### src/design/i2c_smbus_regs.svh
`ifndef I2C_SMBUS_REGS_SVH
`define I2C_SMBUS_REGS_SVH
// Operation
// Target addresses match in seven-bit or ten-bit form, chosen per address; here only the first own address can be ten-bit.
// Two own seven-bit addresses; the second is compared through a mask.
// Analog-style and digital spike filters, each selected by software.
// Digital filter length programmable from 1 to 15 kernel clocks.
// A new line level passes only after staying stable that long.
// No stop-state wakeup on address match while the digital filter runs.
// Runs on its own kernel clock; an address match wakes the chip.
// Standard, fast and fast-plus speeds: 100k, 400k and 1M bit/s.
// Packet error check byte computed, appended on send, checked on receive.
// Clock-low timeout checked and alert signalling handled in hardware.
// Address resolution and host notify addresses recognised in hardware.
// Transmit and receive data may be moved by DMA requests.

// Register byte offsets.
`define A_CTRL   6'h00
`define A_OWN1   6'h04
`define A_OWN2   6'h08
`define A_TXD    6'h0c
`define A_RXD    6'h10
`define A_STAT   6'h14
`define A_ISTAT  6'h18
`define A_ICLR   6'h1c
`define A_IEN    6'h20
`define A_PEC    6'h24
`define A_ALERT  6'h28

// Control fields.
`define F_EN     0
`define F_ANF    1
`define F_DNF    2
`define F_PEC    6
`define F_ALERT  7
`define F_ARP    8
`define F_HN     9
`define F_WAKE   10
`define F_SPD    11
`define F_TMO    13
`define F_DTX    14
`define F_DRX    15
`define CTRL_RST 16'h0002

// Own address fields, and the send bit of a transmit data write.
`define F_OA_EN  15
`define F_OA_10  10
`define F_OA_MSK 8
`define F_PSEND  8

// Interrupt event bits.
`define E_ADDR   0
`define E_RXNE   1
`define E_TXIS   2
`define E_STOP   3
`define E_NACK   4
`define E_PEC    5
`define E_TMO    6
`define E_ALERT  7

// Fixed bus addresses and codes.
`define ARP_ADDR 7'h61
`define HN_ADDR  7'h08
`define ARA_ADDR 7'h0c
`define TEN_HDR  5'h1e
`define PEC_POLY 8'h07

// Timing, in ns, and cycle counts derived from the clock period.
`define CLK_NS     10
`define ANF_NS     50
`define HOLD_SM_NS 300
`define HOLD_FM_NS 150
`define HOLD_FP_NS 50
`define TMO_NS     25000000
`define ANF_CYC ((`ANF_NS + `CLK_NS - 1) / `CLK_NS)
`define HSM_CYC ((`HOLD_SM_NS + `CLK_NS - 1) / `CLK_NS)
`define HFM_CYC ((`HOLD_FM_NS + `CLK_NS - 1) / `CLK_NS)
`define HFP_CYC ((`HOLD_FP_NS + `CLK_NS - 1) / `CLK_NS)
`define TMO_CYC (`TMO_NS / `CLK_NS)
`endif

### src/design/i2c_smbus_pkg.sv
package i2c_smbus_pkg;
   typedef enum logic [2:0] {
      s_idle  = 3'b000,
      s_addr  = 3'b001,
      s_ack_a = 3'b011,
      s_addr2 = 3'b010,
      s_rx    = 3'b110,
      s_ack_r = 3'b111,
      s_tx    = 3'b101,
      s_ack_t = 3'b100
   } state_t;
   typedef enum logic [2:0] {
      m_none, m_own1, m_own2, m_ten, m_arp, m_hn, m_ara
   } match_t;
endpackage : i2c_smbus_pkg

### src/design/i2c_smbus_interface.sv
// The plain strobed port and the register offsets are this design's own decisions.
`timescale 1ns/1ps
`include "i2c_smbus_regs.svh"
module i2c_smbus_interface
   import i2c_smbus_pkg::*;
#(
   parameter int TMO_CYC = `TMO_CYC
) (
   input  wire logic        clk,
   input  wire logic        rst,
   input  wire logic [5:0]  addr,
   input  wire logic [31:0] wdata,
   input  wire logic        wr,
   input  wire logic        rd,
   output logic      [31:0] rdata,
   input  wire logic        scl_in,
   output logic             scl_out,
   output logic             scl_oe,
   input  wire logic        sda_in,
   output logic             sda_out,
   output logic             sda_oe,
   input  wire logic        alert_in,
   output logic             alert_out,
   output logic             alert_oe,
   input  wire logic        stop_mode,
   output logic             wake,
   output logic             irq,
   output logic             dma_tx_req,
   output logic             dma_rx_req
);
   logic [15:0] ctrl;
   logic [15:0] own1;
   logic [15:0] own2;
   logic [7:0]  ien;
   logic [7:0]  ist;
   logic [7:0]  ev;
   logic [7:0]  txd;
   logic [7:0]  rxd;
   logic        tx_full;
   logic        pec_send;
   logic        rx_full;
   logic        alert_req;
   state_t      st;
   match_t      hit;
   logic [3:0]  cnt;
   logic [7:0]  sh;
   logic [7:0]  crc;
   logic        rw;
   logic        hdr10;
   logic        ten_ok;
   logic        nack;
   logic        need_tx;
   logic        need_rx;
   logic        got_rx;
   logic        sda_low;
   logic        nd;
   logic [4:0]  hc;
   logic [4:0]  hold;
   logic [4:0]  need;
   logic [23:0] tmo;
   logic [1:0]  pin_raw;
   logic [1:0]  lvl;
   logic [1:0]  pl;
   logic        a1;
   logic        a2;
   logic        pa2;
   logic        re;
   logic        fe;
   logic        start;
   logic        stop;
   logic        tmo_hit;
   logic        load_now;
   logic        store_now;
   logic        ara_take;
   logic [6:0]  a7;
   logic [6:0]  m7;
   logic        h_own1;
   logic        h_own2;
   logic        h_10;
   logic        h_arp;
   logic        h_hn;
   logic        h_ara;
   logic        a_hit;
   logic [7:0]  tx_byte;

   // Control fields in use by the logic below.
   wire       c_en  = ctrl[`F_EN];
   wire [3:0] dnf   = ctrl[`F_DNF+3:`F_DNF];
   wire [1:0] c_spd = ctrl[`F_SPD+1:`F_SPD];

   // Filter length: analog stand-in plus digital count.
   assign need = (ctrl[`F_ANF] ? 5'(`ANF_CYC) : 5'h00) + {1'b0, dnf};
   assign pin_raw = {sda_in, scl_in};

   // Per line: two-stage synchroniser, then a stability filter.
   genvar g;
   generate
      for (g = 0; g < 2; g++) begin : flt
         logic       q1;
         logic       q2;
         logic       q;
         logic [4:0] run;
         always_ff @(posedge clk) begin
            if (rst) begin
               q1  <= 1'b1;
               q2  <= 1'b1;
               q   <= 1'b1;
               run <= 5'h00;
            end else begin
               q1 <= pin_raw[g];
               q2 <= q1;
               // A level is taken only after it held long enough.
               if (q2 == q) begin
                  run <= 5'h00;
               end else if (run + 5'h01 >= need) begin
                  q   <= q2;
                  run <= 5'h00;
               end else begin
                  run <= run + 5'h01;
               end
            end
         end
         assign lvl[g] = q;
      end
   endgenerate

   // Bus edge and condition detection on the filtered lines.
   always_ff @(posedge clk) begin
      if (rst) begin
         pl  <= 2'h3;
         a1  <= 1'b1;
         a2  <= 1'b1;
         pa2 <= 1'b1;
      end else begin
         pl  <= lvl;
         a1  <= alert_in;
         a2  <= a1;
         pa2 <= a2;
      end
   end
   assign re    = lvl[0] & ~pl[0];
   assign fe    = ~lvl[0] & pl[0];
   assign start = lvl[0] & pl[0] & pl[1] & ~lvl[1];
   assign stop  = lvl[0] & pl[0] & ~pl[1] & lvl[1];

   // Data hold after the clock falls depends on the bus speed.
   always_comb begin
      unique case (c_spd)
         2'h0:    hold = 5'(`HSM_CYC);
         2'h1:    hold = 5'(`HFM_CYC);
         default: hold = 5'(`HFP_CYC);
      endcase
   end

   // Address comparators.
   assign a7 = sh[7:1];
   assign m7 = ~(7'h7f << own2[`F_OA_MSK+2:`F_OA_MSK]);
   assign h_own1 = own1[`F_OA_EN] & ~own1[`F_OA_10]
                   & (a7 == own1[6:0]);
   assign h_own2 = own2[`F_OA_EN]
                   & (((a7 ^ own2[7:1]) & ~m7) == 7'h00);
   assign h_10   = own1[`F_OA_EN] & own1[`F_OA_10]
                   & (sh[7:3] == `TEN_HDR)
                   & (sh[2:1] == own1[9:8])
                   & (~sh[0] | ten_ok);
   assign h_arp  = ctrl[`F_ARP] & (a7 == `ARP_ADDR);
   assign h_hn   = ctrl[`F_HN] & (a7 == `HN_ADDR);
   assign h_ara  = alert_req & sh[0] & (a7 == `ARA_ADDR);
   assign a_hit  = h_own1 | h_own2 | h_10 | h_arp | h_hn | h_ara;
   assign ara_take = fe & (st == s_addr) & (cnt == 4'h8) & h_ara;

   // Buffer hand-offs; the bus clock is held low while waiting on them.
   assign load_now  = need_tx & (tx_full | pec_send);
   assign store_now = need_rx & ~rx_full;
   assign tx_byte   = pec_send ? crc : txd;
   assign tmo_hit   = (tmo == 24'(TMO_CYC - 1));

   // Clock-low timeout runs only while this target takes part.
   always_ff @(posedge clk) begin
      if (rst || lvl[0] || !ctrl[`F_TMO] || st == s_idle) begin
         tmo <= 24'h000000;
      end else begin
         tmo <= tmo + 24'h000001;
      end
   end

   // Target sequencer, check byte and drive of the data line.
   always_ff @(posedge clk) begin
      ev <= 8'h00;
      if (rst || !c_en) begin
         st      <= s_idle;
         hit     <= m_none;
         cnt     <= 4'h0;
         sh      <= 8'h00;
         crc     <= 8'h00;
         rw      <= 1'b0;
         hdr10   <= 1'b0;
         ten_ok  <= 1'b0;
         nack    <= 1'b0;
         need_tx <= 1'b0;
         need_rx <= 1'b0;
         got_rx  <= 1'b0;
         sda_low <= 1'b0;
         nd      <= 1'b0;
         hc      <= 5'h00;
         wake    <= 1'b0;
      end else begin
         if (hc == 5'h01) sda_low <= nd;
         if (hc != 5'h00) hc <= hc - 5'h01;
         if (!stop_mode) wake <= 1'b0;
         // Each address and data bit enters the check byte as it is sampled; acknowledge bits do not.
         if (re && cnt < 4'h8 && st inside {s_addr, s_addr2, s_rx, s_tx})
         begin
            crc <= {crc[6:0], 1'b0}
                   ^ ((crc[7] ^ lvl[1]) ? `PEC_POLY : 8'h00);
            cnt <= cnt + 4'h1;
            if (st != s_tx) sh <= {sh[6:0], lvl[1]};
         end
         if (re && st == s_ack_t) nack <= lvl[1];
         if (stop || tmo_hit) begin
            st      <= s_idle;
            sda_low <= 1'b0;
            hc      <= 5'h00;
            need_tx <= 1'b0;
            need_rx <= 1'b0;
            ten_ok  <= 1'b0;
            crc     <= 8'h00;
            got_rx  <= 1'b0;
            ev[`E_STOP] <= stop && st != s_idle;
            ev[`E_TMO]  <= tmo_hit;
            // A bad check byte shows at the end of a received packet.
            ev[`E_PEC]  <= stop && ctrl[`F_PEC] && got_rx
                           && crc != 8'h00;
         end else if (start) begin
            st      <= s_addr;
            hit     <= m_none;
            cnt     <= 4'h0;
            sda_low <= 1'b0;
            hc      <= 5'h00;
            need_tx <= 1'b0;
            need_rx <= 1'b0;
         end else if (load_now) begin
            need_tx <= 1'b0;
            sh      <= tx_byte;
            cnt     <= 4'h0;
            nd      <= ~tx_byte[7];
            hc      <= hold;
         end else if (store_now) begin
            need_rx <= 1'b0;
            got_rx  <= 1'b1;
            ev[`E_RXNE] <= 1'b1;
            st      <= s_ack_r;
            nd      <= 1'b1;
            hc      <= hold;
         end else if (fe) begin
            unique case (st)
               s_idle: begin
               end
               s_addr: begin
                  if (cnt == 4'h8 && a_hit) begin
                     st    <= s_ack_a;
                     nd    <= 1'b1;
                     hc    <= hold;
                     rw    <= sh[0];
                     hdr10 <= h_10 & ~sh[0];
                     ev[`E_ADDR] <= 1'b1;
                     hit <= h_own1 ? m_own1 : h_own2 ? m_own2 :
                            h_10 ? m_ten : h_arp ? m_arp :
                            h_hn ? m_hn : m_ara;
                     // Wakeup only with the digital filter off.
                     if (ctrl[`F_WAKE] && stop_mode && dnf == 4'h0)
                        wake <= 1'b1;
                  end else if (cnt == 4'h8) begin
                     st <= s_idle;
                  end
               end
               s_addr2: begin
                  hdr10 <= 1'b0;
                  if (cnt == 4'h8 && sh == own1[7:0]) begin
                     ten_ok <= 1'b1;
                     st     <= s_ack_a;
                     nd     <= 1'b1;
                     hc     <= hold;
                     ev[`E_ADDR] <= 1'b1;
                  end else if (cnt == 4'h8) begin
                     st <= s_idle;
                  end
               end
               s_ack_a: begin
                  nd  <= 1'b0;
                  hc  <= hold;
                  cnt <= 4'h0;
                  if (hdr10) begin
                     st <= s_addr2;
                  end else if (rw) begin
                     st      <= s_tx;
                     need_tx <= 1'b1;
                     ev[`E_TXIS] <= 1'b1;
                  end else begin
                     st <= s_rx;
                  end
               end
               s_rx: begin
                  if (cnt == 4'h8) need_rx <= 1'b1;
               end
               s_ack_r: begin
                  nd  <= 1'b0;
                  hc  <= hold;
                  cnt <= 4'h0;
                  st  <= s_rx;
               end
               s_tx: begin
                  hc <= hold;
                  if (cnt == 4'h8) begin
                     nd <= 1'b0;
                     st <= s_ack_t;
                  end else begin
                     sh <= {sh[6:0], 1'b0};
                     nd <= ~sh[6];
                  end
               end
               s_ack_t: begin
                  if (nack) begin
                     st <= s_idle;
                     ev[`E_NACK] <= 1'b1;
                  end else begin
                     st      <= s_tx;
                     need_tx <= 1'b1;
                     ev[`E_TXIS] <= 1'b1;
                  end
               end
            endcase
         end
      end
   end

   // Configuration registers written by software.
   always_ff @(posedge clk) begin
      if (rst) begin
         ctrl <= `CTRL_RST;
         own1 <= 16'h0000;
         own2 <= 16'h0000;
         ien  <= 8'h00;
      end else if (wr) begin
         if (addr == `A_CTRL) ctrl <= wdata[15:0];
         if (addr == `A_OWN1) own1 <= wdata[15:0];
         if (addr == `A_OWN2) own2 <= wdata[15:0];
         if (addr == `A_IEN)  ien  <= wdata[7:0];
      end
   end

   // Transmit holding byte; a write with the send bit queues the check.
   always_ff @(posedge clk) begin
      if (rst) begin
         txd      <= 8'h00;
         tx_full  <= 1'b0;
         pec_send <= 1'b0;
      end else begin
         if (load_now && pec_send) pec_send <= 1'b0;
         if (load_now && !pec_send) tx_full <= 1'b0;
         if (wr && addr == `A_TXD) begin
            if (wdata[`F_PSEND]) begin
               pec_send <= 1'b1;
            end else begin
               txd     <= wdata[7:0];
               tx_full <= 1'b1;
            end
         end
      end
   end

   // Receive holding byte; a read empties it, a new byte wins the tie.
   always_ff @(posedge clk) begin
      if (rst) begin
         rxd     <= 8'h00;
         rx_full <= 1'b0;
      end else begin
         if (rd && addr == `A_RXD) rx_full <= 1'b0;
         if (store_now) begin
            rxd     <= sh;
            rx_full <= 1'b1;
         end
      end
   end

   // Alert request; answering the alert response address releases it.
   always_ff @(posedge clk) begin
      if (rst) begin
         alert_req <= 1'b0;
      end else if (wr && addr == `A_ALERT) begin
         alert_req <= wdata[0];
      end else if (ara_take) begin
         alert_req <= 1'b0;
      end
   end

   // Sticky events; a new event beats a clear in the same cycle.
   always_ff @(posedge clk) begin
      if (rst) begin
         ist <= 8'h00;
      end else begin
         ist <= (ist & ~((wr && addr == `A_ICLR) ? wdata[7:0] : 8'h00))
                | ev
                | {ctrl[`F_ALERT] & ~alert_req & pa2 & ~a2, 7'h00};
      end
   end

   // Read data appear in the cycle after the strobe.
   always_ff @(posedge clk) begin
      if (rst) begin
         rdata <= 32'h00000000;
      end else if (rd) begin
         unique case (addr)
            `A_CTRL:  rdata <= {16'h0000, ctrl};
            `A_OWN1:  rdata <= {16'h0000, own1};
            `A_OWN2:  rdata <= {16'h0000, own2};
            `A_TXD:   rdata <= {24'h000000, txd};
            `A_RXD:   rdata <= {24'h000000, rxd};
            `A_STAT:  rdata <= {23'h000000, hit, rw, st != s_idle,
                                tx_full, rx_full, pec_send, scl_oe};
            `A_ISTAT: rdata <= {24'h000000, ist};
            `A_IEN:   rdata <= {24'h000000, ien};
            `A_PEC:   rdata <= {24'h000000, crc};
            `A_ALERT: rdata <= {31'h00000000, alert_req};
            default:  rdata <= 32'h00000000;
         endcase
      end else begin
         rdata <= 32'h00000000;
      end
   end

   // Open-drain pins only ever pull low.
   assign scl_out    = 1'b0;
   assign sda_out    = 1'b0;
   assign alert_out  = 1'b0;
   assign scl_oe     = need_tx | need_rx;
   assign sda_oe     = sda_low;
   assign alert_oe   = alert_req;
   assign irq        = |(ist & ien);
   assign dma_tx_req = ctrl[`F_DTX] & need_tx & ~tx_full
                       & ~pec_send;
   assign dma_rx_req = ctrl[`F_DRX] & rx_full;
endmodule : i2c_smbus_interface

### config.mk
export PLATFORM = sky130hd
export DESIGN_NAME = i2c_smbus_interface
export DESIGN_NICKNAME = d
export VERILOG_FILES = /design/src/design/i2c_smbus_pkg.sv /design/src/design/i2c_smbus_interface.sv
export VERILOG_INCLUDE_DIRS = /design/src /design/src/design
export SDC_FILE = /design/constraint.sdc
export NUM_CORES = 1
export LEC_CHECK = 0
export ABC_AREA = 0
export ABC_CLOCK_PERIOD_IN_PS = 3450
export BUFFER_PORTS_ARGS = -buffer_cell sky130_fd_sc_hd__buf_2
export CAP_MARGIN = 20
export CORE_ASPECT_RATIO = 0.9
export CORE_MARGIN = 5
export CORE_UTILIZATION = 24
export DETAILED_ROUTE_END_ITERATION = 12
export PLACE_DENSITY = 0.39
export SLEW_MARGIN = 15
export SYNTH_ARGS = -nofsm -noshare
export SYNTH_HDL_FRONTEND = slang
export SYNTH_SLANG_ARGS = --single-unit
### constraint.sdc
create_clock -name clk -period 3.45 [get_ports clk]
set_clock_uncertainty 0.05 [all_clocks]
set_input_delay 0.5175 -clock clk [delete_from_list [all_inputs] [get_ports clk]]
set_output_delay 0.5175 -clock clk [all_outputs]
set_load 0.02 [all_outputs]
==> summary.txt, run 1 <==
Setup path
  – WP data required: 3740 ps
  – Setup CP Type: flop to flop
  – Reg2reg end: hc[0]
  – Reg2Reg Setup Slack: 780 ps
  – Worst setup SP type: flop
  – Nature of the critical path endpoint: flop
  – Crit path DAT: 2950 ps
  – Cells along the critical path: xor2_1, a2111oi_0, o2bb2a_1, a31oi_1, o32ai_1, a32o_1
  – Max FO, Critical Path: 11
  – Worst R2R Path Depth: 6
  – Worst Setup SP: sh[1]
  – Reg2reg start: sh[1]
  – CP max stage delay: 670 ps
  – Slowest-stage cell, CP: dfxtp_1

Timing
  – Tmin final: 2670 ps
  – Final Hold Viols: 0
  – Fmax: 375 MHz
  – Count of pins over their slew limit: 0
  – Max-slew headroom: 0.298
  – Slew @ Worst Pin: 1050 ps
  – RSZ-0062 raised after global routing: false
  – Post-Route Setup TNS: 0 ps
  – Final period util: 0.773
  – Final setup violation count: 0

Clock tree
  – Setup Buffers After CTS: 0
  – # resized after CTS: 0
  – Clk sink count: 193
  – CTS tree: built
  – Inserted Clock Buffers: 17
  – Clock latency on the worst-skew pair: 450 ps
  – H-tree Lvls: 4
  – Clk buf depth: 2
  – Clock transition at path regs: 70 ps
  – Root buf cell: clkbuf_16
  – Post-CTS Hold Buffers: 0

Power
  – PwrDens: 410 nW/um2
  – Peak supply drop: 296 uV
  – Leakage: 3.77 nW

Global route
  – Global-route wire length before repair: 51200 um
  – Largest net degree at the start of global routing: 91
  – Number of global-route vias before repair: 8120
  – GRT Util Overall: 0.151
  – Initial antenna violation count: 2
  – Global route overflow: 0

Logic synthesis
  – Synthesized area: 9600 um2
  – Async SR Flop Fraction: 0
  – XOR/XNOR Fraction of Synth Area: 0.0556
  – Post-Synth Adder-Cell Area: 0.0261
  – Ys flop type: dfxtp_1
  – Complex-gate fraction of the synthesized area: 0.181
  – Post-Syn Area per Cell: 8.34 um2
  – Number of synthesized flops with an enable pin: 0
  – Syn Inst Count: 1152
  – Synth unique cells: 78
  – Register bit count reported by yosys: 193
  – Ys Warns: 0
  – Post-synthesis mux area share: 0.0405
  – Simple-gate share of the synthesized area: 0.240
  – Largest family of logic cells by synthesized area: simple AND/OR/NAND/NOR gates
  – Seq/Total Area, Yosys: 0.402

Status
  – Status: finished clean

Floorplanning
  – Starting Density: 0.243
  – DIE AREA: 44100 um2
  – # IOs: 88
  – DIE HEIGHT: 200 um
  – Row cnt: 69
  – Core area: 39500 um2
  – Die X: 221 um

Place
  – Final HPWL DP: 25000 um
  – I/O Buffers: 52
  – Final GP Congestion: 0.841
  – Post-DP Area: 10500 um2

Route
  – Wire length per cell: 19.5 um
  – Total number of vias: 8528
  – WL final: 33700 um
  – Detail-routed via count per cell: 4.92
  – Post-route ant nets: 0
  – Drt drc: 0
  – Number of DRC markers in iteration 0: 669
  – Pre-Repair DR Iteration Count: 5

Hold path
  – HP Start: scl_in
  – Hold depth: 2
  – Tightest Hold Check Type: primary input to flop
  – Hold-critical path endpoint: flt[0].q1

Job
  – Max-cap violations: 0

Cells and area
  – Commonest non-fill, non-tap cell in the layout: dfxtp_1
  – Synthesis-to-layout area growth: 15.2%
  – Final Instance Area: 11100 um2
  – Fin nets: 1258
  – Fraction of layout instances using a drive strength above 1: 0.139
  – Most frequent cells in the layout: dfxtp_1 (193), nand2_1 (171), a21oi_1 (108)
  – Antenna Cells: 0
## kinds of logic after synthesis
group / Yosys count
AOI/OAI and AO/OA: 261
xor gates and xnor gates: 61
adders and majority gates: 20
buffers and inverters: 106
DFF: 193
muxes: 37
other: 1
and+or+nand+nor: 473
## registers in the layout, indices dropped and copies added, names as in the netlist, 3 cells and up
signal and cells:
ist 8, crc 8, hit 3, rxd 8, own2 16, cnt 4, ctrl 16, hc 5
st 3, ev 7, own1 16, sh 8, txd 8, flt.run 10, ien 8, rdata 16
tmo 24
## report_power, final
group	leakage (nW)	total [mW]	internal, mW	switching, mW
sequential	1.56	2.24	2.23	0.00783
clock	0.296	2.15	1.25	0.900
combinational	1.92	0.153	0.0379	0.115
## critical path: cells and delay by family, from the launching register on
kind | cells | cell delay [ps]
xor gates and xnor gates | 1 | 160
DFF | 1 | 670
AOI/OAI and AO/OA | 5 | 1670
## cell usage after synthesis (all sizes together) (16+ instances only)
library cell	number	area [um2]
a21oi	108	541
a22oi	25	188
a31oi	16	115
buf	42	272
clkbuf	43	161
dfxtp	193	3860
ha	20	250
inv	21	78.8
mux2i	22	220
nand2	173	654
nand3	80	405
nor2	94	360
nor3	18	111
o21ai	29	145
xnor2	34	298
xor2	27	236
## metrics by stage
| stage | instances | total power, mW | hold slack (ps) | util | worst slack (ps) |
|---|---|---|---|---|---|
| 3_3_place_gp | 1705 | 2.45 | 357 | 0.264 | 742 |
| 5_1_grt | 1734 | 4.71 | 171 | 0.280 | 586 |
| 6_report | 1734 | 4.54 | 195 | 0.280 | 782 |
| 3_5_place_dp | 1705 | 2.45 | 357 | 0.264 | 750 |
| 2_1_floorplan | 1170 | 2.39 | 339 | - | 1110 |
| 4_1_cts | 1734 | 4.62 | 169 | 0.280 | 755 |
## final cells by class
| cell class | count | area (um2) |
|---|---|---|
| timing repair buffer | 88 | 533 |
| inverter | 21 | 78.8 |
| sequential | 193 | 3860 |
| fill | 4312 | 28500 |
| clock buffer | 21 | 460 |
| multi-input combinational | 871 | 5310 |
| tap | 532 | 666 |
| clock inverter | 8 | 154 |
## routing by layer
| metal | part of all wire | vias to the layer above | global-route usage |
|---|---|---|---|
| met5 | 0 | - | 0 |
| met4 | 0.019 | 0 | 0.0464 |
| met2 | 0.45 | 207 | 0.238 |
| met1 | 0.49 | 4152 | 0.213 |
| met3 | 0.042 | 33 | 0.0275 |
| li1 | - | 4136 | - |
## how the worst max path moves through the flow
stage / to / slack [ps] / depth (start not counted)
after floorplan: sh[1] / 1110 / 9
after detailed placement: rdata[6] / 750 / 5
final: hc[0] / 780 / 6
after global routing: hc[0] / 590 / 6
after global placement: rdata[6] / 740 / 5
after CTS: dma_tx_req / 760 / 3
Note: power is estimated with default switching activity, not from simulation.
==> run 2: changes to the inputs <==
--- a/config.mk
+++ b/config.mk
@@ -6,8 +6,8 @@
 export SDC_FILE = /design/constraint.sdc
 export NUM_CORES = 1
 export LEC_CHECK = 0
-export ABC_AREA = 0
-export ABC_CLOCK_PERIOD_IN_PS = 3450
+export ABC_AREA = 1
+export ABC_CLOCK_PERIOD_IN_PS = 2580
 export BUFFER_PORTS_ARGS = -buffer_cell sky130_fd_sc_hd__buf_2
 export CAP_MARGIN = 20
 export CORE_ASPECT_RATIO = 0.9
==> constraint.sdc (replaced) <==
create_clock -name clk -period 2.58 [get_ports clk]
set_clock_uncertainty 0.05 [all_clocks]
set_input_delay 0.387 -clock clk [delete_from_list [all_inputs] [get_ports clk]]
set_output_delay 0.387 -clock clk [all_outputs]
set_load 0.02 [all_outputs]
==> run 2 against run 1 <==
Hold slack worse by 130 ps. Synthesized area is 2.1% higher. First-iteration DRC count is 10% lower. Largest power group unchanged. Critical path type unchanged.
==> summary.txt, run 2 <==
Timing
  – Tmin final: 2370 ps (-297 ps)
  – Final setup violation count: 0 (unchanged)
  – Final period util: 0.919 (+0.146)
  – Final Hold Viols: 0 (unchanged)
  – RSZ-0062 raised after global routing: false
  – Fmax: 422 MHz (+13%)
  – Count of pins over their slew limit: 0 (unchanged)
  – Max-slew headroom: 0.448 (+0.150)
  – Slew @ Worst Pin: 817 ps (-236 ps)
  – Final worst-path setup slack: 209 ps (-573 ps)

Clock tree
  – Clk buf depth: 2 (unchanged)
  – Post-CTS Hold Buffers: 0 (unchanged)
  – Clk sink count: 193 (unchanged)
  – Clock transition at path regs: 80 ps (about the same)
  – # resized after CTS: 0 (unchanged)
  – Setup Buffers After CTS: 0 (unchanged)
  – H-tree Lvls: 4 (unchanged)
  – Clock latency on the worst-skew pair: 460 ps (about the same)
  – Root buf cell: clkbuf_16
  – Inserted Clock Buffers: 17 (unchanged)
  – CTS tree: built

Power
  – Flop pwr share: 0.488 (-0.006)
  – PwrDens: 536 nW/um2 (+31%)
  – Switching power: 1.52 mW (+49%)
  – Peak supply drop: 442 uV (+50%)
  – Leakage: 4.62 nW (+22%)
  – Power share of the combinational group: 0.037 (+0.003)
  – Internal power component: 4.64 mW (+32%)
  – Switch share: 0.247 (+0.0215)
  – Power Total: 6.16 mW (+36%)
  – Clock power share: 0.475 (+0.002)

Hold path
  – HP Start: scl_in
  – Hold depth: 2 (unchanged)
  – Tightest Hold Check Type: primary input to flop
  – Hold-critical path endpoint: flt[0].q1

Setup path
  – Reg2Reg Setup Slack: 210 ps (-570 ps)
  – Setup CP Type: flop to flop
  – Nature of the critical path endpoint: flop
  – Crit path DAT: 2660 ps (-290 ps)
  – Reg2reg end: hit[1]
  – Worst setup SP type: flop
  – Reg2reg start: sh[7]
  – Max FO, Critical Path: 5 (-6)
  – Worst R2R Path Depth: 13 (+7)
  – WP data required: 2860 ps (-880 ps)

Global route
  – Global-route wire length before repair: 55000 um (+7.5%)
  – Number of global-route vias before repair: 8724 (+7.4%)
  – Largest net degree at the start of global routing: 77 (-15%)
  – Initial antenna violation count: 0 (-2)
  – GRT Util Overall: 0.159 (+0.00843)
  – Global route overflow: 0 (unchanged)

Job
  – Max-cap violations: 0 (unchanged)

Cells and area
  – Fin nets: 1527 (+21%)
  – Largest reg by FF count: tmo
  – Area of the multi-input gates: 4950 um2 (-6.8%)
  – Fillers: 4532 (+5.1%)
  – Most frequent cells in the layout: nand2_1 (261), dfxtp_1 (193), inv_1 (180)
  – Register Area: 3860 um2 (unchanged)
  – Antenna Cells: 0 (unchanged)
  – Fraction of layout instances using a drive strength above 1: 0.140 (+0.000821)
  – Synthesis-to-layout area growth: 17.1%
  – Max reg flops: 24 (unchanged)
  – Commonest non-fill, non-tap cell in the layout: nand2_1

Logic synthesis
  – Count leader, synth: nand2_1
  – Syn Inst Count: 1381 (+20%)
  – Ys flop type: dfxtp_1
  – Post-Syn Area per Cell: 7.10 um2 (-15%)
  – Async SR Flop Fraction: 0 (unchanged)
  – Area contributors post-synth: dfxtp_1 (39%), nand2_1 (10%), inv_1 (6.9%), a21oi_1 (6.6%), o21ai_0 (6.6%)
  – Synth unique cells: 53 (-32%)
  – Number of synthesized flops with an enable pin: 0 (unchanged)
  – Register bit count reported by yosys: 193 (unchanged)
  – Synthesized area: 9800 um2 (+2.1%)
  – Synth top area share: 0.394 (-0.00817)
  – Seq/Total Area, Yosys: 0.394 (-0.00817)
  – Ys Warns: 0 (unchanged)
  – Post-synth top cells: nand2_1 (262), dfxtp_1 (193), inv_1 (181)
  – Yosys top cell by area: dfxtp_1

Floorplanning
  – # IOs: 88 (unchanged)
  – Starting Density: 0.242 (-0.000626)
  – Row cnt: 70 (+1.4%)
  – DIE HEIGHT: 202 um (+0.98%)
  – DIE AREA: 45000 um2 (+2.0%)
  – Core area: 40500 um2 (+2.3%)
  – Die X: 223 um (+0.98%)

Route
  – Drt drc: 0 (unchanged)
  – Number of DRC markers in iteration 0: 601 (-10%)
  – Detail-routed via count per cell: 4.57 (-7.2%)
  – WL final: 36300 um (+7.5%)
  – Wire length per cell: 18.0 um (-7.5%)
  – Pre-Repair DR Iteration Count: 7 (+2)
  – Total number of vias: 9195 (+7.8%)
  – Post-route ant nets: 0 (unchanged)

Place
  – Pre-CTS setup slack: 126 ps (-623 ps)
  – Final HPWL DP: 27700 um (+11%)
  – Final GP Congestion: 0.851 (+1.2%)
  – I/O Buffers: 52 (unchanged)

Status
  – Status: finished clean
==> run 2: cell types whose count changed after synthesis, moves of 12 or more <==
cell      delta
mux2_2      -15
a21oi_1     +21
inv_1      +160
nor2_1      +40
xnor2_1     -23
o22ai_1     +12
nand2_1     +91
nor2b_1     -12
clkbuf_1    -23
xor2_1      -21
nor2_2      +15
o21ai_0    +101
mux2i_1     -22
nand3_1     -36
==> run 2: worst max path at each step <==
stage | slack [ps] | cells after the start | start | to
2_1_floorplan | 560 | 11 | flt[0].run[0] | flt[0].run[2]
3_3_place_gp | -290 | 8 | st[1] | tmo[4]
3_5_place_dp | 130 | 11 | addr[1] | own2[15]
4_1_cts | 210 | 11 | tmo[6] | st[2]
5_1_grt | 7 | 11 | flt[0].run[0] | flt[0].run[2]
6_report | 210 | 13 | sh[7] | hit[1]
==> run 2: cell families (layout without fill, tap and decap cells) <==
family          after synthesis  count (layout)  share of synthesized area
compound gates              351             351                      0.203
other cells                   1              19                   0.000383
fa+ha+maj                    20              20                     0.0255
flops                       193             193                      0.394
simple gates                545             545                      0.252
xor+xnor                     17              17                     0.0152
buf+inv                     254             329                      0.109
==> run 2: layer usage <==
| metal | GRT usage | share of wire |
|---|---|---|
| met5 | 0 | 0 |
| met4 | 0.0335 | 0.011 |
| met3 | 0.0228 | 0.043 |
| met2 | 0.252 | 0.45 |
| met1 | 0.232 | 0.50 |
==> run 2: worst max-delay path: stages (launching register included) <==
cell and delay, ps:
dfxtp_1 560, inv_2 160, nand2_1 110, nand2_1 50, inv_1 40, nand2_1 40, nor2_1 120, nand2_1 190
nand4_2 190, nand3_2 180, o21ai_2 210, nand2_1 120, o21ai_0 170, a21oi_1 60
==> run 2: metrics by stage <==
stage               TNS, ps  utilization  area (um2)  hold slack, ps  instances
global placement      -1040        0.268       10900             347       1982
global route              0        0.284       11500            62.4       2014
floorplan                 0            -        9870             339       1399
detailed placement        0        0.268       10900             351       1982
CTS                       0        0.284       11500            45.7       2014
finish                    0        0.284       11500            67.7       2014
==> run 2: cell type report <==
class | count | share of cell area
inverter | 195 | 0.0638
clock inverter | 11 | 0.0144
sequential | 193 | 0.337
multi-input combinational | 952 | 0.431
tap | 540 | 0.0588
clock buffer | 21 | 0.0392
timing repair buffer | 102 | 0.0565
==> run 2: power groups by stage <==
stage	registers, mW	logic, mW	clock network (mW)
global route	3.01	0.250	3.11
floorplan	3.07	0.151	0
CTS	3.00	0.229	3.00
detailed placement	3.08	0.228	0
finish	3.00	0.227	2.92
global placement	3.08	0.228	0
